File: config.mk
export PLATFORM = sky130hd
export DESIGN_NAME = trp_top
export DESIGN_NICKNAME = d
export VERILOG_FILES = /design/src/trp_pkg.sv /design/src/trp_prescale.sv /design/src/trp_chan.sv /design/src/trp_top.sv
export VERILOG_INCLUDE_DIRS = /design/src
export SDC_FILE = /design/constraint.sdc
export NUM_CORES = 1
export LEC_CHECK = 0
export CORE_MARGIN = 4
export CORE_UTILIZATION = 64
export DETAILED_ROUTE_END_ITERATION = 16
export DONT_BUFFER_PORTS = 1
export PLACE_DENSITY_LB_ADDON = 0.08
export SYNTH_ARGS = -nofsm -noshare
export SYNTH_HDL_FRONTEND = slang
export SYNTH_SLANG_ARGS = --single-unit
File: constraint.sdc
create_clock -name clock -period 3.64 [get_ports clock]
set_clock_uncertainty 0.15 [all_clocks]
set_input_delay 0.182 -clock clock [delete_from_list [all_inputs] [get_ports clock]]
set_output_delay 0.182 -clock clock [all_outputs]
set_load 0.01 [all_outputs]
File: src/trp_consts.svh
/*
  Constants of the two-channel reload timer with toggle and PWM outputs:
  register offsets, field positions, reset values and divider masks.
  Assumes it is included by its bare name from the package and modules.
*/
// Behaviour
// - Fast source: tick at clock/128 down to clock/1 for rate codes 0..7
// - Eight-bit counter wraps 0xff to 0x00; one overflow per 256 ticks
// - Auto-reload copies the reload register into the counter at overflow
// - PWM mode reloads by itself; auto-reload bit then picks the boundary
// - Reload register is write-only, zero after reset; software writes whole values
// - Toggle output inverts at every overflow: half the overflow rate
// - Toggle output drives the pin and takes it from general-purpose I/O
// - Clearing run stops counting, toggle output and PWM output
// - PWM output falls when counter equals reload value
// - PWM output goes high when counter wraps to zero, unless reload is zero
// - PWM duty is reload/256, from 0/256 to 255/256
// - PWM high while counter below reload, low when equal or above
// - Counter write changes the PWM level at once; fixed reload gives steady waveform
// - Channel one PWM drives its pin and displaces general-purpose I/O
// - Channel zero gives the same PWM from its own counter and reload
// - In PWM mode without auto-reload the interrupt request still fires at the overflow boundary
// - Overflow keeps counting and sets the interrupt request flag, except in PWM mode with auto-reload
// - Mode: run bit 7, rate 6:4, auto-reload 2, toggle 1, PWM 0
// - Slow source: tick at instruction clock/256 down to /2 for codes 0..7
`ifndef TRP_CONSTS_SVH
`define TRP_CONSTS_SVH

`define TRP_ADDR_FAST_SEL 8'hd8
`define TRP_ADDR_ONE_MODE 8'hdc
`define TRP_ADDR_ONE_COUNT 8'hdd
`define TRP_ADDR_ONE_RELOAD 8'hde
`define TRP_ADDR_ZERO_MODE 8'hda
`define TRP_ADDR_ZERO_COUNT 8'hdb
`define TRP_ADDR_ZERO_RELOAD 8'hcd
`define TRP_ADDR_IRQ_FLAG 8'hc8
`define TRP_ADDR_IRQ_EN 8'hc9

`define TRP_BIT_RUN 7
`define TRP_BIT_RATE_HI 6
`define TRP_BIT_RATE_LO 4
`define TRP_BIT_ALOAD 2
`define TRP_BIT_TOGGLE 1
`define TRP_BIT_PWM 0
`define TRP_BIT_FAST_ONE 3
`define TRP_BIT_FAST_ZERO 2

`define TRP_MODE_MASK 8'hf7
`define TRP_MODE_RESET 8'h00
`define TRP_RELOAD_RESET 8'h00
`define TRP_COUNT_RESET 8'h00
`define TRP_COUNT_WRAP 8'hff
`define TRP_FAST_MASK 8'h7f
`define TRP_SLOW_MASK 8'hff

`endif

File: src/trp_pkg.sv
/*
  Types shared by the timer channel files and the divider mask function.
  Assumes trp_consts.svh is on the include path.
*/
`include "trp_consts.svh"
package trp_pkg;
  typedef struct packed {
    logic run;
    logic [2:0] rate;
    logic aload;
    logic tog_en;
    logic pwm_en;
    logic fast;
  } trp_cfg_t;

  typedef struct packed {
    logic level;
    logic oe;
    logic gpio_off;
  } trp_pin_t;

  typedef struct packed {
    logic [7:0] addr;
    logic [7:0] wdata;
    logic wr;
    logic rd;
  } trp_bus_t;

  function automatic logic [7:0] trp_rate_mask(input logic fast, input logic [2:0] rate);
    trp_rate_mask = fast ? (`TRP_FAST_MASK >> rate) : (`TRP_SLOW_MASK >> rate);
  endfunction : trp_rate_mask
endpackage : trp_pkg

File: src/trp_prescale.sv
/*
  Rate prescaler of one channel: a one-cycle tick enable per timer step.
  Assumes cpu_tick is a one-cycle pulse at the instruction clock rate.
*/
`timescale 1ns/1ps
module trp_prescale (
  input wire logic clock,
  input wire logic srst,
  input wire logic cpu_tick,
  input wire trp_pkg::trp_cfg_t cfg,
  output logic tick
);
  typedef struct packed {
    logic [7:0] pre;
  } trp_pre_st_t;

  trp_pre_st_t st_q;
  trp_pre_st_t st_d;
  logic inc;
  logic [7:0] mask;

  assign inc = cfg.fast | cpu_tick;
  assign mask = trp_pkg::trp_rate_mask(cfg.fast, cfg.rate);
  assign tick = cfg.run & inc & ((st_q.pre & mask) == mask);

  always_comb begin
    st_d = st_q;
    if (!cfg.run) begin
      st_d.pre = 8'h00;
    end else if (inc) begin
      st_d.pre = st_q.pre + 8'h01;
    end
  end

  always_ff @(posedge clock) begin
    if (srst) begin
      st_q <= '0;
    end else begin
      st_q <= st_d;
    end
  end
endmodule : trp_prescale

File: src/trp_chan.sv
/*
  Counter, reload, toggle and PWM stage of one timer channel.
  Assumes tick is a one-cycle enable from the prescaler.
*/
`timescale 1ns/1ps
`include "trp_consts.svh"
module trp_chan (
  input wire logic clock,
  input wire logic srst,
  input wire trp_pkg::trp_cfg_t cfg,
  input wire logic tick,
  input wire logic [7:0] reload,
  input wire logic cnt_wr,
  input wire logic [7:0] cnt_wdata,
  output logic [7:0] count,
  output logic evt,
  output trp_pkg::trp_pin_t pin
);
  typedef struct packed {
    logic [7:0] count;
    logic tog;
    logic level;
  } trp_chan_st_t;

  trp_chan_st_t st_q;
  trp_chan_st_t st_d;
  logic [7:0] step;
  logic wrap;

  assign step = st_q.count + 8'h01;
  assign wrap = tick && (st_q.count == `TRP_COUNT_WRAP);
  // Auto-reload in PWM mode moves the request to the duty edge
  assign evt = (cfg.pwm_en && cfg.aload) ? (tick && !cnt_wr && step == reload)
                                         : wrap;

  always_comb begin
    st_d = st_q;
    if (cnt_wr) begin
      st_d.count = cnt_wdata;
    end else if (wrap) begin
      if (cfg.pwm_en) begin
        st_d.count = `TRP_COUNT_RESET;
      end else if (cfg.aload) begin
        st_d.count = reload;
      end else begin
        st_d.count = step;
      end
    end else if (tick) begin
      st_d.count = step;
    end
    if (!cfg.run) begin
      st_d.tog = 1'b0;
    end else if (wrap && cfg.tog_en && !cfg.pwm_en) begin
      st_d.tog = ~st_q.tog;
    end
    if (!cfg.run) begin
      st_d.level = 1'b0;
    end else if (cfg.pwm_en) begin
      st_d.level = st_d.count < reload;
    end else if (cfg.tog_en) begin
      st_d.level = st_d.tog;
    end else begin
      st_d.level = 1'b0;
    end
  end

  always_ff @(posedge clock) begin
    if (srst) begin
      st_q <= '0;
    end else begin
      st_q <= st_d;
    end
  end

  assign count = st_q.count;
  assign pin.level = st_q.level;
  assign pin.oe = cfg.pwm_en | cfg.tog_en;
  assign pin.gpio_off = cfg.pwm_en | cfg.tog_en;
endmodule : trp_chan

File: src/trp_top.sv
/*
  Two-channel eight-bit reload timer with toggle and PWM pin outputs.
  Holds the register file, the request flags and both channels.
  Assumes a one-cycle register strobe bus and an instruction-clock pulse.
*/
`timescale 1ns/1ps
`include "trp_consts.svh"
module trp_top (
  input wire logic clock,
  input wire logic srst,
  input wire logic cpu_tick,
  input wire trp_pkg::trp_bus_t bus,
  output logic [7:0] rdata,
  output trp_pkg::trp_pin_t one_pin,
  output trp_pkg::trp_pin_t zero_pin,
  output logic [1:0] irq_req
);
  typedef struct packed {
    logic [1:0][7:0] mode;
    logic [1:0][7:0] reload;
    logic [1:0] fast;
    logic [1:0] flag;
    logic [1:0] ien;
    logic [7:0] rdata;
  } trp_reg_st_t;

  trp_reg_st_t st_q;
  trp_reg_st_t st_d;
  trp_pkg::trp_cfg_t [1:0] cfg;
  trp_pkg::trp_pin_t [1:0] pin;
  logic [1:0] tick;
  logic [1:0] evt;
  logic [1:0] cnt_wr;
  logic [1:0][7:0] count;
  logic [1:0] flag_clr;

  function automatic logic hit(input trp_pkg::trp_bus_t b, input logic [7:0] a);
    hit = b.wr && (b.addr == a);
  endfunction : hit

  assign cnt_wr[1] = hit(bus, `TRP_ADDR_ONE_COUNT);
  assign cnt_wr[0] = hit(bus, `TRP_ADDR_ZERO_COUNT);
  // A zero written to a flag bit clears it
  assign flag_clr = hit(bus, `TRP_ADDR_IRQ_FLAG) ? ~bus.wdata[1:0] : 2'h0;

  always_comb begin
    st_d = st_q;
    st_d.rdata = 8'h00;
    st_d.flag = (st_q.flag & ~flag_clr) | evt;
    if (bus.wr) begin
      case (bus.addr)
        `TRP_ADDR_ONE_MODE: begin
          st_d.mode[1] = bus.wdata & `TRP_MODE_MASK;
        end
        `TRP_ADDR_ZERO_MODE: begin
          st_d.mode[0] = bus.wdata & `TRP_MODE_MASK;
        end
        `TRP_ADDR_ONE_RELOAD: begin
          st_d.reload[1] = bus.wdata;
        end
        `TRP_ADDR_ZERO_RELOAD: begin
          st_d.reload[0] = bus.wdata;
        end
        `TRP_ADDR_FAST_SEL: begin
          st_d.fast[1] = bus.wdata[`TRP_BIT_FAST_ONE];
          st_d.fast[0] = bus.wdata[`TRP_BIT_FAST_ZERO];
        end
        `TRP_ADDR_IRQ_EN: begin
          st_d.ien = bus.wdata[1:0];
        end
        default: begin
          st_d.ien = st_q.ien;
        end
      endcase
    end
    if (bus.rd) begin
      case (bus.addr)
        `TRP_ADDR_ONE_MODE: begin
          st_d.rdata = st_q.mode[1];
        end
        `TRP_ADDR_ZERO_MODE: begin
          st_d.rdata = st_q.mode[0];
        end
        `TRP_ADDR_ONE_COUNT: begin
          st_d.rdata = count[1];
        end
        `TRP_ADDR_ZERO_COUNT: begin
          st_d.rdata = count[0];
        end
        `TRP_ADDR_FAST_SEL: begin
          st_d.rdata[`TRP_BIT_FAST_ONE] = st_q.fast[1];
          st_d.rdata[`TRP_BIT_FAST_ZERO] = st_q.fast[0];
        end
        `TRP_ADDR_IRQ_FLAG: begin
          st_d.rdata = {6'h00, st_q.flag};
        end
        `TRP_ADDR_IRQ_EN: begin
          st_d.rdata = {6'h00, st_q.ien};
        end
        default: begin
          st_d.rdata = 8'h00;
        end
      endcase
    end
    if (srst) begin
      st_d.mode = {`TRP_MODE_RESET, `TRP_MODE_RESET};
      st_d.reload = {`TRP_RELOAD_RESET, `TRP_RELOAD_RESET};
      st_d.fast = 2'h0;
      st_d.flag = 2'h0;
      st_d.ien = 2'h0;
      st_d.rdata = 8'h00;
    end
  end

  always_ff @(posedge clock) begin
    st_q <= st_d;
  end

  assign rdata = st_q.rdata;
  assign irq_req = st_q.flag & st_q.ien;
  assign one_pin = pin[1];
  assign zero_pin = pin[0];

  for (genvar g = 0; g < 2; g++) begin : g_chan
    assign cfg[g].run = st_q.mode[g][`TRP_BIT_RUN];
    assign cfg[g].rate = st_q.mode[g][`TRP_BIT_RATE_HI:`TRP_BIT_RATE_LO];
    assign cfg[g].aload = st_q.mode[g][`TRP_BIT_ALOAD];
    assign cfg[g].tog_en = st_q.mode[g][`TRP_BIT_TOGGLE];
    assign cfg[g].pwm_en = st_q.mode[g][`TRP_BIT_PWM];
    assign cfg[g].fast = st_q.fast[g];

    trp_prescale u_pre (
      .clock(clock),
      .srst(srst),
      .cpu_tick(cpu_tick),
      .cfg(cfg[g]),
      .tick(tick[g])
    );

    trp_chan u_chan (
      .clock(clock),
      .srst(srst),
      .cfg(cfg[g]),
      .tick(tick[g]),
      .reload(st_q.reload[g]),
      .cnt_wr(cnt_wr[g]),
      .cnt_wdata(bus.wdata),
      .count(count[g]),
      .evt(evt[g]),
      .pin(pin[g])
    );

    a_fast_full_rate: assert property (
      @(posedge clock) disable iff (srst)
      (cfg[g].run && cfg[g].fast && cfg[g].rate == 3'h7) |-> tick[g])
      else $error("fast source at rate 7 missed a tick");

    a_fast_div_two: assert property (
      @(posedge clock) disable iff (srst)
      (tick[g] && cfg[g].fast && cfg[g].rate == 3'h6) ##1 $stable(cfg[g])
        |-> !tick[g] ##1 (!$stable(cfg[g]) || tick[g]))
      else $error("fast divide by two spacing wrong");

    a_slow_needs_cpu: assert property (
      @(posedge clock) disable iff (srst)
      (tick[g] && !cfg[g].fast) |-> cpu_tick)
      else $error("slow source ticked without instruction clock");

    a_count_step: assert property (
      @(posedge clock) disable iff (srst)
      (tick[g] && !cnt_wr[g] && count[g] != 8'hff) |=> count[g] == $past(count[g]) + 8'h01)
      else $error("counter did not step by one");

    a_count_wrap: assert property (
      @(posedge clock) disable iff (srst)
      (tick[g] && !cnt_wr[g] && count[g] == 8'hff && !cfg[g].aload) |=> count[g] == 8'h00)
      else $error("counter did not wrap to zero");

    a_auto_reload: assert property (
      @(posedge clock) disable iff (srst)
      (tick[g] && !cnt_wr[g] && count[g] == 8'hff && cfg[g].aload && !cfg[g].pwm_en)
        |=> count[g] == $past(st_q.reload[g]))
      else $error("reload value not copied at overflow");

    a_pwm_restart: assert property (
      @(posedge clock) disable iff (srst)
      (tick[g] && !cnt_wr[g] && count[g] == 8'hff && cfg[g].pwm_en) |=> count[g] == 8'h00)
      else $error("PWM cycle did not restart at zero");

    a_reload_write: assert property (
      @(posedge clock) disable iff (srst)
      hit(bus, g == 1 ? `TRP_ADDR_ONE_RELOAD : `TRP_ADDR_ZERO_RELOAD)
        |=> st_q.reload[g] == $past(bus.wdata))
      else $error("reload write not stored");

    a_toggle_flip: assert property (
      @(posedge clock) disable iff (srst)
      ($stable(cfg[g]) && cfg[g].run && cfg[g].tog_en && !cfg[g].pwm_en && tick[g]
        && count[g] == 8'hff)
        ##1 $stable(cfg[g]) |-> pin[g].level != $past(pin[g].level))
      else $error("toggle output did not invert at overflow");

    a_toggle_hold: assert property (
      @(posedge clock) disable iff (srst)
      ($stable(cfg[g]) && cfg[g].run && cfg[g].tog_en && !cfg[g].pwm_en
        && !(tick[g] && count[g] == 8'hff))
        ##1 $stable(cfg[g]) |-> $stable(pin[g].level))
      else $error("toggle output changed between overflows");

    a_pin_taken: assert property (
      @(posedge clock) disable iff (srst)
      (cfg[g].tog_en || cfg[g].pwm_en) |-> (pin[g].oe && pin[g].gpio_off))
      else $error("pin not taken from general-purpose I/O");

    a_stop_low: assert property (
      @(posedge clock) disable iff (srst)
      !cfg[g].run |=> !pin[g].level)
      else $error("output not stopped when run cleared");

    a_stop_count: assert property (
      @(posedge clock) disable iff (srst)
      (!cfg[g].run && !cnt_wr[g]) |=> count[g] == $past(count[g]))
      else $error("counter moved while stopped");

    a_pwm_compare: assert property (
      @(posedge clock) disable iff (srst)
      ($past(cfg[g].run && cfg[g].pwm_en) && $stable(st_q.reload[g]) && !$past(srst))
        |-> pin[g].level == (count[g] < st_q.reload[g]))
      else $error("PWM level disagrees with compare");

    a_pwm_zero_high: assert property (
      @(posedge clock) disable iff (srst)
      (cfg[g].run && cfg[g].pwm_en && tick[g] && count[g] == 8'hff && !cnt_wr[g]
        && st_q.reload[g] != 8'h00) ##1 $stable(cfg[g]) |-> pin[g].level)
      else $error("PWM not high at cycle start");

    a_pwm_zero_duty: assert property (
      @(posedge clock) disable iff (srst)
      (cfg[g].run && cfg[g].pwm_en && st_q.reload[g] == 8'h00) [*2] |-> !pin[g].level)
      else $error("zero duty produced a high level");

    a_count_write: assert property (
      @(posedge clock) disable iff (srst)
      cnt_wr[g] |=> count[g] == $past(bus.wdata))
      else $error("counter write not applied at once");

    a_flag_set: assert property (
      @(posedge clock) disable iff (srst)
      evt[g] |=> st_q.flag[g])
      else $error("request flag not set by overflow, clear may not win");

    a_flag_clear: assert property (
      @(posedge clock) disable iff (srst)
      (hit(bus, `TRP_ADDR_IRQ_FLAG) && !bus.wdata[g] && !evt[g]) |=> !st_q.flag[g])
      else $error("request flag not cleared");

    a_irq_gate: assert property (
      @(posedge clock) disable iff (srst)
      irq_req[g] == (st_q.flag[g] && st_q.ien[g]))
      else $error("interrupt output not gated by enable");

    a_stop_no_tick: assert property (
      @(posedge clock) disable iff (srst)
      !cfg[g].run |-> !tick[g])
      else $error("prescaler ticked while stopped");

    a_evt_at_wrap: assert property (
      @(posedge clock) disable iff (srst)
      !cfg[g].pwm_en |-> evt[g] == (tick[g] && count[g] == 8'hff))
      else $error("timer request not at overflow");

    a_pwm_irq_wrap: assert property (
      @(posedge clock) disable iff (srst)
      (cfg[g].pwm_en && !cfg[g].aload) |-> evt[g] == (tick[g] && count[g] == 8'hff))
      else $error("PWM request not at cycle wrap");

    a_pwm_irq_duty: assert property (
      @(posedge clock) disable iff (srst)
      (cfg[g].pwm_en && cfg[g].aload && tick[g] && !cnt_wr[g])
        |-> evt[g] == (count[g] + 8'h01 == st_q.reload[g]))
      else $error("PWM request not at duty edge");

    a_pwm_match_low: assert property (
      @(posedge clock) disable iff (srst)
      (cfg[g].run && cfg[g].pwm_en && tick[g] && !cnt_wr[g]
        && count[g] + 8'h01 == st_q.reload[g]) ##1 $stable(cfg[g]) |-> !pin[g].level)
      else $error("PWM not low at compare match");

    a_toggle_off_low: assert property (
      @(posedge clock) disable iff (srst)
      (cfg[g].run && !cfg[g].pwm_en && !cfg[g].tog_en) |=> !pin[g].level)
      else $error("pin level driven with no output function");

    a_count_read: assert property (
      @(posedge clock) disable iff (srst)
      (bus.rd && bus.addr == (g == 1 ? `TRP_ADDR_ONE_COUNT : `TRP_ADDR_ZERO_COUNT))
        |=> rdata == $past(count[g]))
      else $error("counter read mismatch");

    a_reload_hold: assert property (
      @(posedge clock) disable iff (srst)
      !hit(bus, g == 1 ? `TRP_ADDR_ONE_RELOAD : `TRP_ADDR_ZERO_RELOAD)
        |=> st_q.reload[g] == $past(st_q.reload[g]))
      else $error("reload register changed without a write");
  end

  a_reload_read_zero: assert property (
    @(posedge clock) disable iff (srst)
    (bus.rd && (bus.addr == `TRP_ADDR_ONE_RELOAD || bus.addr == `TRP_ADDR_ZERO_RELOAD))
      |=> rdata == 8'h00)
    else $error("write-only reload register read back data");

  a_mode_read: assert property (
    @(posedge clock) disable iff (srst)
    (bus.rd && bus.addr == `TRP_ADDR_ONE_MODE && !bus.wr) |=> rdata == st_q.mode[1])
    else $error("mode register read mismatch");

  a_mode_reserved: assert property (
    @(posedge clock) disable iff (srst)
    st_q.mode[1][3] == 1'b0 && st_q.mode[0][3] == 1'b0)
    else $error("reserved mode bit stored");

  a_reset_state: assert property (
    @(posedge clock)
    srst |=> (st_q.reload == 16'h0000 && st_q.mode == 16'h0000 && rdata == 8'h00))
    else $error("registers not cleared by reset");

  a_reset_pins: assert property (
    @(posedge clock)
    srst |=> (!one_pin.level && !zero_pin.level))
    else $error("pin outputs not low after reset");

  a_ien_write: assert property (
    @(posedge clock) disable iff (srst)
    hit(bus, `TRP_ADDR_IRQ_EN) |=> st_q.ien == $past(bus.wdata[1:0]))
    else $error("interrupt enable write not stored");

  a_fast_write: assert property (
    @(posedge clock) disable iff (srst)
    hit(bus, `TRP_ADDR_FAST_SEL) |=> st_q.fast
      == {$past(bus.wdata[`TRP_BIT_FAST_ONE]), $past(bus.wdata[`TRP_BIT_FAST_ZERO])})
    else $error("fast source select write not stored");

  a_mode_write: assert property (
    @(posedge clock) disable iff (srst)
    hit(bus, `TRP_ADDR_ONE_MODE) |=> st_q.mode[1] == ($past(bus.wdata) & `TRP_MODE_MASK))
    else $error("mode write not stored");

  a_rdata_idle: assert property (
    @(posedge clock) disable iff (srst)
    !bus.rd |=> rdata == 8'h00)
    else $error("read data stood beyond one cycle");
endmodule : trp_top

## Word-level counts from Yosys, hierarchy flattened

Index checks and enable logic that the tools add are counted.

| word-level totals | value |
|---|---|
| register bits after elaboration | 80 |
| input bits | 21 |
| word-level logic and storage cells | 115 |

| cells by class | value |
|---|---|
| bitwise gates (word level) | 20 |
| shift-type cells | 4 |
| muxes and demuxes | 26 |
| equality and inequality tests | 15 |
| $lt $le $gt $ge | 2 |
| add/subtract/negate cells | 4 |
| reductions and logical operators | 28 |

Operators with widths:

| kind | number |
|---|---|
| $mux 8 | 12 |
| $eq 8x8->1 const B | 11 |
| $add 8x1->8 const B | 4 |
| $eq 8x8->1 | 4 |
| $and 8x8->8 | 2 |
| $lt 8x8->1 | 2 |
| $pmux 4 s4 | 1 |
| $shr 7x3->8 const A | 2 |
| $shr 8x3->8 const A | 2 |
| $logic_and 1x1->1 | 15 |
| $pmux 2 s6 | 1 |
| $reduce_and 2->1 | 6 |
| $mux 1 | 10 |
| $pmux 2 s5 | 1 |
| $reduce_or 2->1 | 3 |
| $not 1->1 | 5 |
| $and 1x1->1 | 4 |
| $and 2x2->2 | 2 |
| $logic_not 1->1 | 4 |
| $not 2->2 | 2 |
| $or 1x1->1 | 4 |
| $mux 2 | 1 |
| $or 2x2->2 | 1 |

## Longest topological paths before layout

Gate-level depths: netlist of run 1.

| depth | value |
|---|---|
| word-level depth | 12 |
| mapped depth | 16 |
| gate-level depth less buffers | 14 |

## Hierarchy

From an unflattened synthesis of run 1, not the netlist that was laid out.

| unflattened totals | value |
|---|---|
| cell total of the unflattened synthesis | 679 |
| area, all modules | 5741.8 sq um |

Modules (own cells, without submodules):

| module | cells each | area each (sq um) | instances | seq. area each (sq um) |
|---|---|---|---|---|
| trp_top | 209 | 2097.0 | 1 | 880.8 |
| trp_chan (g_chan[1].u_chan) | 173 | 1332.5 | 1 | 200.2 |
| trp_chan (g_chan[0].u_chan) | 181 | 1331.3 | 1 | 200.2 |
| trp_prescale | 58 | 490.5 | 2 | 160.2 |

## Worst setup path before layout of run 1

No wires, ideal clock.

| path | value |
|---|---|
| path type | register to register |
| start | register g_chan[0].u_chan.st_q (netlist bit g_chan[0].u_chan.count[1]) |
| end | register g_chan[0].u_chan.st_q (netlist bit g_chan[0].u_chan.pin[2]) |
| data required time | 3407 ps |
| setup time | 83 ps |
| setup slack | 352 ps |
| clock period less this slack | 3288 ps |
| data arrival time | 3055 ps |
| cell stages (with the launch flop) | 16 |
| buffers on the path | 2 |
| path through | dfxtp_1 > ha_1 > clkbuf_1 > nand3_1 > or2_0 > clkbuf_1 > o41ai_1 > nor2_1 > o31ai_1 > ha_1 > a21oi_1 > nor2b_1 > o21ai_0 > nor4bb_1 > nand4b_1 > o221ai_1 |

RTL lines:

| item | RTL line | RTL |
|---|---|---|
| start: declaration | trp_chan.sv:25 | `trp_chan_st_t st_q;` |
| start signal: assignment | trp_chan.sv:71 | `st_q <= st_d;` |

==> metrics.md, run 1 <==
| Metric | Value |
|---|---|
| Clock transition at the registers of the reported paths | 0.10 ns |
| Ys flop type | dfxtp_1 |
| Dpl hpwl | ~10000 um |
| Min-delay src | bus[15] |
| Post-CTS Setup Bufs | 0 |
| Multiplexer area fraction after synthesis | under 10% |
| Unrepaired setup endpoints after global routing | no |
| First-pass GRT wire length | 24200 um |
| Fillers | 644 |
| Hold WC Path Type | in -> reg |
| Number of global-route vias before repair | 4731 |
| Mapped cell area | 5170 um^2 |
| PD cells | approximately 290 nW/um^2 |
| Worst Hold Endpoint | rdata[2]$_SDFF_PP0_ |
| Vias per cell | 6.48 |
| Ys async rst share | 0% |
| Critical R2R Capture | g_chan[0].u_chan.pin[2]$_SDFF_PP0_ |
| Die area | 9590 um^2 |
| WL final | 14700 um |
| Syn_nets | 693 |
| Largest fanout of any net on the critical path | 7 |
| Post-Synth XOR/XNOR Area | under 10% |
| Hold Vio Cnt, Final | 0 |
| Final critical-path share of the clock period | 94.2% |
| Port-buffer cells | 0 |
| Initial Util | 66.3% |
| Slew headroom | 59.1% |
| Routed WL per cell | about 20 um |
| Ys Warns | 0 |
| Mean Syn Cell Area | 7.91 um^2 |
| Die Ht | 97.9 um |
| Max Transition Viols Final | 0 |
| Rows | 32 |
| Core area | 7810 um^2 |
| Outcome | finished, final reports clean |
| WP data arrival | 3.57 ns |
| Register area share after synthesis | 31.0% |
| Root Buffer | clkbuf_8 |
| Hold path depth | 5 |
| Total gr overflow | 0 |
| CP required | 3.78 ns |
| Cell count after synthesis | 654 |
| Sink Count | 80 |
| Synth Area in Adders | between 4 and 5% |
| GP Congestion | 0.988 |
| Nets | 685 |
| Setup TNS Final | 0 ns |
| Maxcap violations | 0 |
| Total CTS buffers | 9 |
| FF-to-FF path depth | 13 |
| 1st-iter DRT viols | approximately 360 |
| Netlist cell types | a little under 70 |
| Crit path kind | reg -> reg |
| H-tree depth | 3 |
| Die width | 97.9 um |
| Worst-Skew Late Latency | about 0.37 ns |
| Vias | 4878 |
| Max Freq | approximately 290 MHz |
| Gr usage total | a little under a third |
| Number of synthesized flops with an enable pin | 0 |
| Maximum VDD drop | 0.238 mV |
| CTS tree | yes |
| Simple-Gate Fraction of Synth Area | 24.5% |
| Compound-gate portion of the synthesized area | 19.0% |
| Setup crit start kind | flip-flop |
| Leakage | 1.84 nW |
| Antenna cells | 0 |
| Remaining DRCs | 0 |
| Period minus WS final | 3.43 ns |
| Antenna Nets Post-Route | 0 |
| R2R Path Start | g_chan[0].u_chan.count[1]$_SDFF_PP0_ |
| Initial antenna violation count | 0 |
| Clk buf depth | 2 |
| Largest net degree at the start of global routing | 56 |
| WHS | 0.0136 ns |
| IO Pins | 37 |
| Worst Tran Pin Value | slightly above 0.6 ns |
| Final setup viols | 0 |
| Worst setup EP type | flip-flop |
| Drt first pass iters | 5 |
| #FFs+latches synth | 80 |
| Reg-to-reg setup timing slack | ~0.21 ns |
| Synth-to-layout area growth | 7.18% |
| Share of layout cells above drive strength 1 | 6.91% |
| Main combinational cell family by area after synthesis | simple AND/OR/NAND/NOR gates |
==> cell families (layout without fill, tap and decap cells) <==
logic type | count (synthesis) | in the layout
and+or+nand+nor | 256 | 256
AOI/OAI and AO/OA | 145 | 145
DFF | 80 | 80
buffers and inverters | 79 | 76
xor gates and xnor gates | 38 | 38
muxes | 38 | 38
adders and majority gates | 18 | 18
==> layout make-up <==
cell class              instances  area (um^2)  share of cell area, %
clock buffers                   9          124                   2.23
clock inverters                 7         63.8                   1.15
multi-input cells             495         3200                   57.7
well taps                     102          128                   2.30
flip-flops and latches         80         1600                   28.9
repair buffers                 36          338                   6.09
inverters                      24         90.1                   1.62
==> power breakdown <==
part,switching (mW),internal [mW]
clock,0.380,0.262
combinational,0.0408,0.0238
sequential,0.00118,0.875
total,0.422,1.16
==> metrics by stage <==
step	utilization, %	std cells	setup slack (ns)	power (mW)	instance area [um^2]
5_1_grt	71.0	753	0.000793	1.63	5550
3_5_place_dp	65.4	714	0.157	0.920	5110
3_3_place_gp	65.4	714	0.347	0.920	5110
2_1_floorplan	-	654	0.352	0.929	5170
6_report	71.0	753	0.212	1.58	5550
4_1_cts	70.9	753	0.126	1.59	5540
==> critical path: stages (launching register included) <==
cell and delay (ns):
dfxtp_1 0.45, ha_2 0.31, nand3_1 0.11, or2_1 0.34, o41ai_1 0.30, nor2_1 0.11
o31ai_1 0.28, ha_1 0.30, a21oi_1 0.16, nor2b_1 0.06, o21ai_0 0.15, nor4bb_2 0.35
nand4b_1 0.13, o221ai_1 0.17
==> state kept, by name, summed over array words and instances (netlist names) <==
signal / cells
g_chan.u_chan.st_q: 2
g_chan.u_chan.pin: 2
st_q: 20
g_chan.u_pre.st_q: 16
rdata: 8
g_chan.u_chan.count: 16
cfg: 16
==> cell usage in the layout (no fill, tap or decap), types with 13 or more instances in the layout <==
cell and n:
xor2_1 15, nor2_1 76, a22oi_1 16, buf_4 13
dfxtp_1 79, o21ai_0 24, mux2i_1 37, nand2_1 61
nand3_1 22, nand4_1 13, ha_1 17, dlygate4sd3_1 22
xnor2_1 23, a21oi_1 31, inv_1 24
==> synthesized netlist by cell type, types with 12 or more instances <==
cell type / count / area [um^2]
a21oi_1: 31 / 155
nand4_1: 13 / 81.3
nor3_1: 12 / 60.1
o21ai_0: 24 / 120
ha_1: 18 / 225
mux2i_1: 37 / 370
buf_4: 15 / 113
nand2_1: 61 / 229
inv_1: 24 / 90.1
nor2_1: 76 / 285
xor2_1: 15 / 131
dfxtp_1: 80 / 1600
a22oi_1: 16 / 120
clkbuf_1: 27 / 101
xnor2_1: 23 / 201
nand3_1: 22 / 110
==> how the worst max path moves through the flow <==
stage                                         startpoint                                 end  slack, ns  cells after the start
floorplan           g_chan[0].u_chan.count[1]$_SDFF_PP0_  g_chan[0].u_chan.pin[2]$_SDFF_PP0_       0.35                     15
global placement                     cfg[0]$_SDFFE_PP0P_  g_chan[0].u_chan.pin[2]$_SDFF_PP0_       0.35                     13
detailed placement  g_chan[0].u_chan.count[1]$_SDFF_PP0_  g_chan[0].u_chan.pin[2]$_SDFF_PP0_       0.16                     13
CTS                 g_chan[0].u_chan.count[1]$_SDFF_PP0_  g_chan[0].u_chan.pin[2]$_SDFF_PP0_       0.13                     13
global route        g_chan[0].u_chan.count[1]$_SDFF_PP0_  g_chan[0].u_chan.pin[2]$_SDFF_PP0_     0.0008                     13
finish              g_chan[0].u_chan.count[1]$_SDFF_PP0_  g_chan[0].u_chan.pin[2]$_SDFF_PP0_       0.21                     13
==> timing repair <==
item / CTS / global route
hold endpoints to repair: 66 / 0
setup endpoints to repair: 0 / 1
hold buffers: 23 / 0
resized for setup: 0 / 4
==> layer usage <==
metal | vias up | global-route usage, % | wire, um
li1 | 2290 | - | -
met1 | 2280 | 42.2 | 6170
met2 | 265 | 46.9 | 6450
met3 | 43 | 9.86 | 1620
met4 | 0 | 11.2 | 485
met5 | - | 0 | 0
(Power assumes the default switching activity.)
==> inputs of run 2 (changes only) <==
- CORE_UTILIZATION: 64 -> 65
- CTS_BUF_LIST: default -> sky130_fd_sc_hd__clkbuf_8
- SYNTH_HIERARCHICAL: default -> 1
==> run 2 against run 1 <==
The flow now finishes with violations (setup timing). Final area increased by 9.2%. Worst hold slack worse by 0.0069 ns. Register-to-register slack got worse by 0.29 ns. Critical endpoint is now g_chan[1].u_chan/pin[2]$_SDFF_PP0_. Largest cell class unchanged. Largest power group unchanged. Highest routed layer is now met5.
==> metrics.md, run 2 <==
| Metric | Value |
|---|---|
| Antenna Nets Post-Route | 0 (unchanged) |
| FF-to-FF path depth | 15 (+2) |
| Cell count after synthesis | 679 (+3.8%) |
| Critical path's largest stage delay | 0.51 ns (+0.06 ns) |
| Most frequent cells in the layout | dfxtp_1 (76), nor2_1 (75), nand2_1 (47) |
| Worst setup EP type | flip-flop |
| Drt first pass iters | 5 (unchanged) |
| Maxcap violations | 0 (unchanged) |
| Die width | 102 um (+4.2%) |
| CP cell instances | buf_6 > o21ai_2 > a211oi_2 > nor3_2 > nor4_2 > nand3_2 > or4_4 > a211oi_2 > o22a_2 > ha_4 > a21o_1 > a21oi_2 > o22ai_2 > or4b_4 > o32ai_2 |
| Mean Syn Cell Area | 8.46 um^2 (+6.9%) |
| Initial antenna violation count | 3 (+3) |
| Min-delay src | bus[1] |
| Synth-to-layout area growth | 5.49% |
| Most common cell after layout, fill and taps aside | dfxtp_1 |
| Final critical-path share of the clock period | 102% (+8.0 points) |
| Ranking of synthesized cells by area | dfxtp_1 (28%), mux2i_1 (7.7%), nor2_1 (4.9%) |
| Hold WC Path Type | in -> reg |
| Pre-CTS setup slack | -0.0802 ns (-0.238 ns) |
| Ys async rst share | 0% (unchanged) |
| Worst-Skew Late Latency | 0.37 ns (about the same) |
| Ys Warns | 6 (+6) |
| Crit path kind | reg -> reg |
| GP Congestion | 0.943 (-4.6%) |
| Slew headroom | 62.1% (+3.0 points) |
| Core area | 8680 um^2 (+11%) |
| Dpl hpwl | 10600 um (+5.6%) |
| Hold path depth | 3 (-2) |
| Post-route setup slack | -0.0792 ns (-0.291 ns) |
| Leakage | 2.45 nW (+33%) |
| R2R Path Start | cfg[12]$_SDFFE_PP0P_ |
| IO Pins | 37 (unchanged) |
| Root Buffer | clkbuf_8 |
| Clk buf depth | 2 (unchanged) |
| Sink Count | 80 (unchanged) |
| CP required | 3.77 ns (about the same) |
| Gr usage total | 30.1% (-1.1 points) |
| WL final | 15300 um (+4.0%) |
| H-tree depth | 3 (unchanged) |
| Die Ht | 102 um (+4.2%) |
| Reg-to-reg setup timing slack | -0.08 ns (-0.29 ns) |
| 1st-iter DRT viols | 341 (-3.9%) |
| Ys flop type | dfxtp_1 |
| Largest reg by FF count | st_q |
| Share of layout cells above drive strength 1 | 14.2% (+7.3 points) |
| Failing checks | setup timing |
| Most Frequent Cell on Critical Path | a211oi_2 |
| Max Transition Viols Final | 0 (unchanged) |
| Placed insts | 744 (+4.2%) |
| Unrepaired setup endpoints after global routing | yes |
| WP data arrival | 3.84 ns (+0.27 ns) |
| List of most frequent post-synthesis cells | dfxtp_1 (80), nor2_1 (75), nand2_1 (47), mux2i_1 (44), buf_4 (35) |
| PD cells | 259 nW/um^2 (-9.1%) |
| Total gr overflow | 0 (unchanged) |
| Total CTS buffers | 9 (unchanged) |
| Period minus WS final | 3.72 ns (+0.291 ns) |
| #FFs+latches synth | 80 (unchanged) |
| Final setup viols | 1 (+1) |
| Mapped cell area | 5740 um^2 (+11%) |
| Vias | 5092 (+4.4%) |
| Nets | 710 (+3.6%) |
| Critical-path top delay cell | or4_4 |
| Hold Vio Cnt, Final | 0 (unchanged) |
| Register area share after synthesis | 27.9% (-3.1 points) |
| First-pass GRT wire length | 24600 um (+1.5%) |
| Outcome | complete, but fails checks |
| Netlist cell types | 90 (+30%) |
| Power Total | 1.57 mW (-0.76%) |
| Worst Tran Pin Value | 0.568 ns (-0.0455 ns) |
| Number of flip-flops in the largest register | 20 (unchanged) |
| Clock transition at the registers of the reported paths | 0.09 ns (about the same) |
| Max Freq | 269 MHz (-7.8%) |
| Rows | 34 (+6.3%) |
| Maximum VDD drop | 0.268 mV (+13%) |
| Worst Hold Endpoint | cfg[0]$_SDFFE_PP0P_ |
| Initial Util | 66.2% (-0.10 points) |
| Port-buffer cells | 0 (unchanged) |
| Final non-filler cell total | 785 (+4.2%) |
| Routed WL per cell | 19.5 um (-0.25%) |
| Vias per cell | 6.49 (+0.13%) |
| Cell with the most instances after synthesis | dfxtp_1 |
| Leading area contributor after synthesis | dfxtp_1 |
| Syn_nets | 718 (+3.6%) |
| Largest fanout of any net on the critical path | 3 (-4) |
| Largest net degree at the start of global routing | 55 (-1.8%) |
| Number of synthesized flops with an enable pin | 0 (unchanged) |
| Remaining DRCs | 0 (unchanged) |
| CTS tree | yes |
| Fillers | 728 (+13%) |
| Die area | 10400 um^2 (+8.5%) |
| Top cell type's share of synthesized area | 27.9% (-3.1 points) |
| Critical R2R Capture | g_chan[1].u_chan/pin[2]$_SDFF_PP0_ |
| Setup crit start kind | flip-flop |
| Number of global-route vias before repair | 4778 (+0.99%) |
[run 2: cell count changes in the layout (fill, tap and decap cells not counted), sizes merged, moves of 6 or more]
cell,previous run,this run
nand2,62,49
a22oi,16,7
o21ai,33,26
mux2i,37,44
o2111ai,1,7
nand3b,8,1
inv,27,35
buf,14,35
xor2,15,27
or2,7,1
[run 2: worst max-delay path by stage]
| stage | cells after the start | from | end |
|---|---|---|---|
| after detailed placement | 15 | cfg[12]$_SDFFE_PP0P_ | g_chan[1].u_chan/pin[2]$_SDFF_PP0_ |
| after floorplan | 16 | cfg[12]$_SDFFE_PP0P_ | g_chan[1].u_chan/pin[2]$_SDFF_PP0_ |
| after global placement | 15 | cfg[12]$_SDFFE_PP0P_ | g_chan[1].u_chan/pin[2]$_SDFF_PP0_ |
| after global routing | 15 | cfg[12]$_SDFFE_PP0P_ | g_chan[1].u_chan/pin[2]$_SDFF_PP0_ |
| final | 15 | cfg[12]$_SDFFE_PP0P_ | g_chan[1].u_chan/pin[2]$_SDFF_PP0_ |
| after CTS | 16 | cfg[8]$_SDFFE_PP0P_ | g_chan[1].u_chan/pin[2]$_SDFF_PP0_ |
[run 2: final cells by class]
type	instances	area [um^2]	area share, %
multi-input combinational	495	3540	58.4
sequential	80	1610	26.6
timing repair buffer	53	475	7.85
tap	108	135	2.23
clock buffer	9	124	2.05
inverter	32	120	1.98
clock inverter	7	55.1	0.909
antenna	1	2.50	0.0413
[run 2: metal layers]
layer | track usage [%] | part of all wire (%) | wire length (um)
met1 | 39.4 | 42 | 6480
met2 | 47.6 | 47 | 7140
met3 | 7.30 | 7.8 | 1190
met4 | 12.3 | 3.1 | 473
met5 | 0 | 0.085 | 13
[run 2: cells by family (layout without fill, tap and decap cells)]
kind of cell    after synthesis  count (layout)  share of synthesized area, %
xor+xnor                     49              49                          7.47
fa+ha+maj                    18              18                          3.92
flops                        80              80                          27.9
compound gates              135             135                          17.4
mux                          49              49                          8.72
simple gates                244             244                          23.3
buf+inv                     104             101                          11.3
other cells                   0               1                             0
[run 2: power by group]
group	switching, mW	internal (mW)
combinational	0.0478	0.0310
clock	0.363	0.254
sequential	0.00140	0.874
[run 2: timing repair]
item	CTS	global route
hold buffers	19	0
resized for setup	6	8
pin swaps	5	11
buffers inserted	2	4
endpoints found under the hold margin	68	0
endpoints found under the setup margin	1	2
[run 2: through the flow]
stage                     area, um^2  TNS [ns]  util, %  hold slack [ns]
after global placement          5580  -0.00388     64.3            0.110
final                           6060   -0.0792     69.8          0.00671
after floorplan                 5740         0        -            0.101
after detailed placement        5580   -0.0802     64.3            0.111
after CTS                       6000         0     69.1          0.00146
after global routing            6050    -0.260     69.8           0.0108
[run 2: worst max-delay path, delay by kind of cell (launching register included)]
family          cells  cell delay [ns]
compound gates      8             1.29
fa+ha+maj           1             0.20
buf+inv             1             0.11
flops               1             0.35
simple gates        5             1.54
==> inputs of run 3 (changes only) <==
- CTS_BUF_LIST: sky130_fd_sc_hd__clkbuf_8 -> default
==> run 3 against run 2 <==
The flow still finishes with violations (setup timing). Clock power is essentially flat. Register-to-register slack is essentially flat. Sequential share of layout area unchanged. Total power barely moved. Non-clock buffer count did not move. Flip-flop and latch count unchanged. First-iteration DRC count down 0.59%. Critical path type unchanged. Critical endpoint unchanged.
==> metrics.md, run 3 (synthesis results as in run 2) <==
| Metric | Value |
|---|---|
| Outcome | complete, but fails checks |
| Failing checks | setup timing |
| Met1 Use GR | 39.4% (unchanged) |
| Max Transition Viols Final | 0 (unchanged) |
| Final setup viols | 1 (unchanged) |
| Worst setup EP type | flip-flop |
| Rows | 34 (unchanged) |
| Vias | 5094 (+0.039%) |
| Worst Tran Pin Value | 0.552 ns (-0.0158 ns) |
| Die Ht | 102 um (unchanged) |
| Maxcap violations | 0 (unchanged) |
| Hold Vio Cnt, Final | 0 (unchanged) |
| Nets | 710 (unchanged) |
| Setup crit start kind | flip-flop |
| DP Area | 5580 um^2 (unchanged) |
| Initial Util | 66.2% (unchanged) |
| Post-route setup slack | -0.0801 ns (-0.000835 ns) |
| PD cells | 260 nW/um^2 (about the same) |
| Leakage | 2.44 nW (-0.17%) |
| Design Area, Final | 6060 um^2 (unchanged) |
| Slew headroom | 63.2% (+1.1 points) |
| Most common cell after layout, fill and taps aside | dfxtp_1 |
| Total CTS buffers | 9 (unchanged) |
| GP Congestion | 0.943 (unchanged) |
| Clock transition at the registers of the reported paths | 0.09 ns (about the same) |
| Clk buf depth | 2 (unchanged) |
| Total gr overflow | 0 (unchanged) |
| Die area | 10400 um^2 (unchanged) |
| Unrepaired setup endpoints after global routing | yes |
| Worst-Skew Late Latency | 0.36 ns (about the same) |
| Post-route core utilization | 69.8% (unchanged) |
| Sink Count | 80 (unchanged) |
| Final critical-path share of the clock period | 102% (about the same) |
| Number of global-route vias before repair | 4778 (unchanged) |
| Number of flip-flops in the largest register | 20 (unchanged) |
| 1st-iter DRT viols | 339 (-0.59%) |
| Root Buffer | clkbuf_8 |
| Placed insts | 744 (unchanged) |
| Max Freq | 269 MHz (about the same) |
| Drt first pass iters | 5 (unchanged) |
| CP required | 3.77 ns (about the same) |
| Most frequent cells in the layout | dfxtp_1 (76), nor2_1 (75), nand2_1 (47) |
| WL final | 15300 um (about the same) |
| Vias per cell | 6.49 (about the same) |
| Largest reg by FF count | st_q |
| Period minus WS final | 3.72 ns (+0.000835 ns) |
| Largest fanout of any net on the critical path | 3 (unchanged) |
| First-pass GRT wire length | 24600 um (unchanged) |
| Port-buffer cells | 0 (unchanged) |
| Final non-filler cell total | 785 (unchanged) |
| Maximum VDD drop | 0.268 mV (about the same) |
| Crit path kind | reg -> reg |
| Remaining DRCs | 0 (unchanged) |
| WP data arrival | 3.85 ns (about the same) |
| Largest net degree at the start of global routing | 55 (unchanged) |
| Synth-to-layout area growth | 5.49% (unchanged) |
| Fillers | 728 (unchanged) |
| Pre-CTS setup slack | -0.0802 ns (unchanged) |
| Dpl hpwl | 10600 um (unchanged) |
| Core area | 8680 um^2 (unchanged) |
| Global routing usage on met2 | 47.6% (unchanged) |
| CTS tree | yes |
| Initial antenna violation count | 3 (unchanged) |
| Power Total | 1.57 mW (about the same) |
| GRT Max-Usage Layer | met2 |
| Antenna Nets Post-Route | 0 (unchanged) |
| Hold WC Path Type | in -> reg |
| Die width | 102 um (unchanged) |
| Share of layout cells above drive strength 1 | 14.2% (unchanged) |
| H-tree depth | 3 (unchanged) |
| Routed WL per cell | 19.5 um (about the same) |
| Met3 Use GR | 7.30% (unchanged) |
| Gr usage total | 30.1% (unchanged) |
| IO Pins | 37 (unchanged) |
-- run 3: path summary, 6_finish.rpt --
kind / startpoint / to / cells after the start / slack [ns]
max reg2reg: cfg[12]$_SDFFE_PP0P_ / g_chan[1].u_chan/pin[2]$_SDFF_PP0_ / 15 / -0.08
min: bus[1] / cfg[0]$_SDFFE_PP0P_ / 3 / 0.009
min reg2reg: g_chan[0].u_pre/st_q[1]$_SDFFE_PP0N_ / g_chan[0].u_pre/st_q[1]$_SDFFE_PP0N_ / 2 / 0.36
max: cfg[12]$_SDFFE_PP0P_ / g_chan[1].u_chan/pin[2]$_SDFF_PP0_ / 15 / -0.08
-- run 3: stage by stage --
stage          hold WS [ns]  TNS (ns)
2_1_floorplan         0.101         0
3_3_place_gp          0.110  -0.00388
3_5_place_dp          0.111   -0.0802
4_1_cts             0.00146         0
5_1_grt              0.0108    -0.260
6_report            0.00854   -0.0801
-- run 3: routing by layer --
metal	share of wire, %	vias up
met1	42	2427
li1	-	2377
met2	46	243
met4	3.4	2
met3	8.0	45
met5	0.085	-
-- run 3: what timing repair did --
action | in CTS | in global routing
hold buffers | 19 | 0
resized for setup | 6 | 8
gates cloned | 0 | 0
pin swaps | 5 | 11
hold endpoints to repair | 68 | 0
setup buffers | 2 | 4
endpoints found under the setup margin | 1 | 2
-- run 3: final cells by class --
| class | instances | area [um^2] | area share (%) |
|---|---|---|---|
| Inverter | 32 | 120 | 1.98 |
| Clock buffer | 10 | 128 | 2.11 |
| Tap cell | 108 | 135 | 2.23 |
| Sequential cell | 80 | 1610 | 26.6 |
| Timing Repair Buffer | 53 | 475 | 7.85 |
| Clock inverter | 6 | 51.3 | 0.847 |
| Antenna cell | 1 | 2.50 | 0.0413 |
| Multi-Input combinational cell | 495 | 3540 | 58.4 |
-- run 3: critical path, cell delays in order (launching register included) --
cell and delay [ns]:
dfxtp_2 0.35, buf_6 0.11, o21ai_2 0.05, a211oi_2 0.24
nor3_2 0.07, nor4_2 0.35, nand3_2 0.13, or4_4 0.51
a211oi_2 0.21, o22a_2 0.20, ha_4 0.20, a21o_1 0.18
a21oi_2 0.18, o22ai_2 0.10, or4b_4 0.48, o32ai_2 0.12
-- run 3: power by group --
group / leakage, nW / internal [mW] / total, mW / switching (mW)
clock network: 0.0875 / 0.257 / 0.618 / 0.361
logic: 1.71 / 0.0310 / 0.0786 / 0.0476
registers: 0.646 / 0.874 / 0.876 / 0.00139
total: 2.44 / 1.16 / 1.57 / 0.410
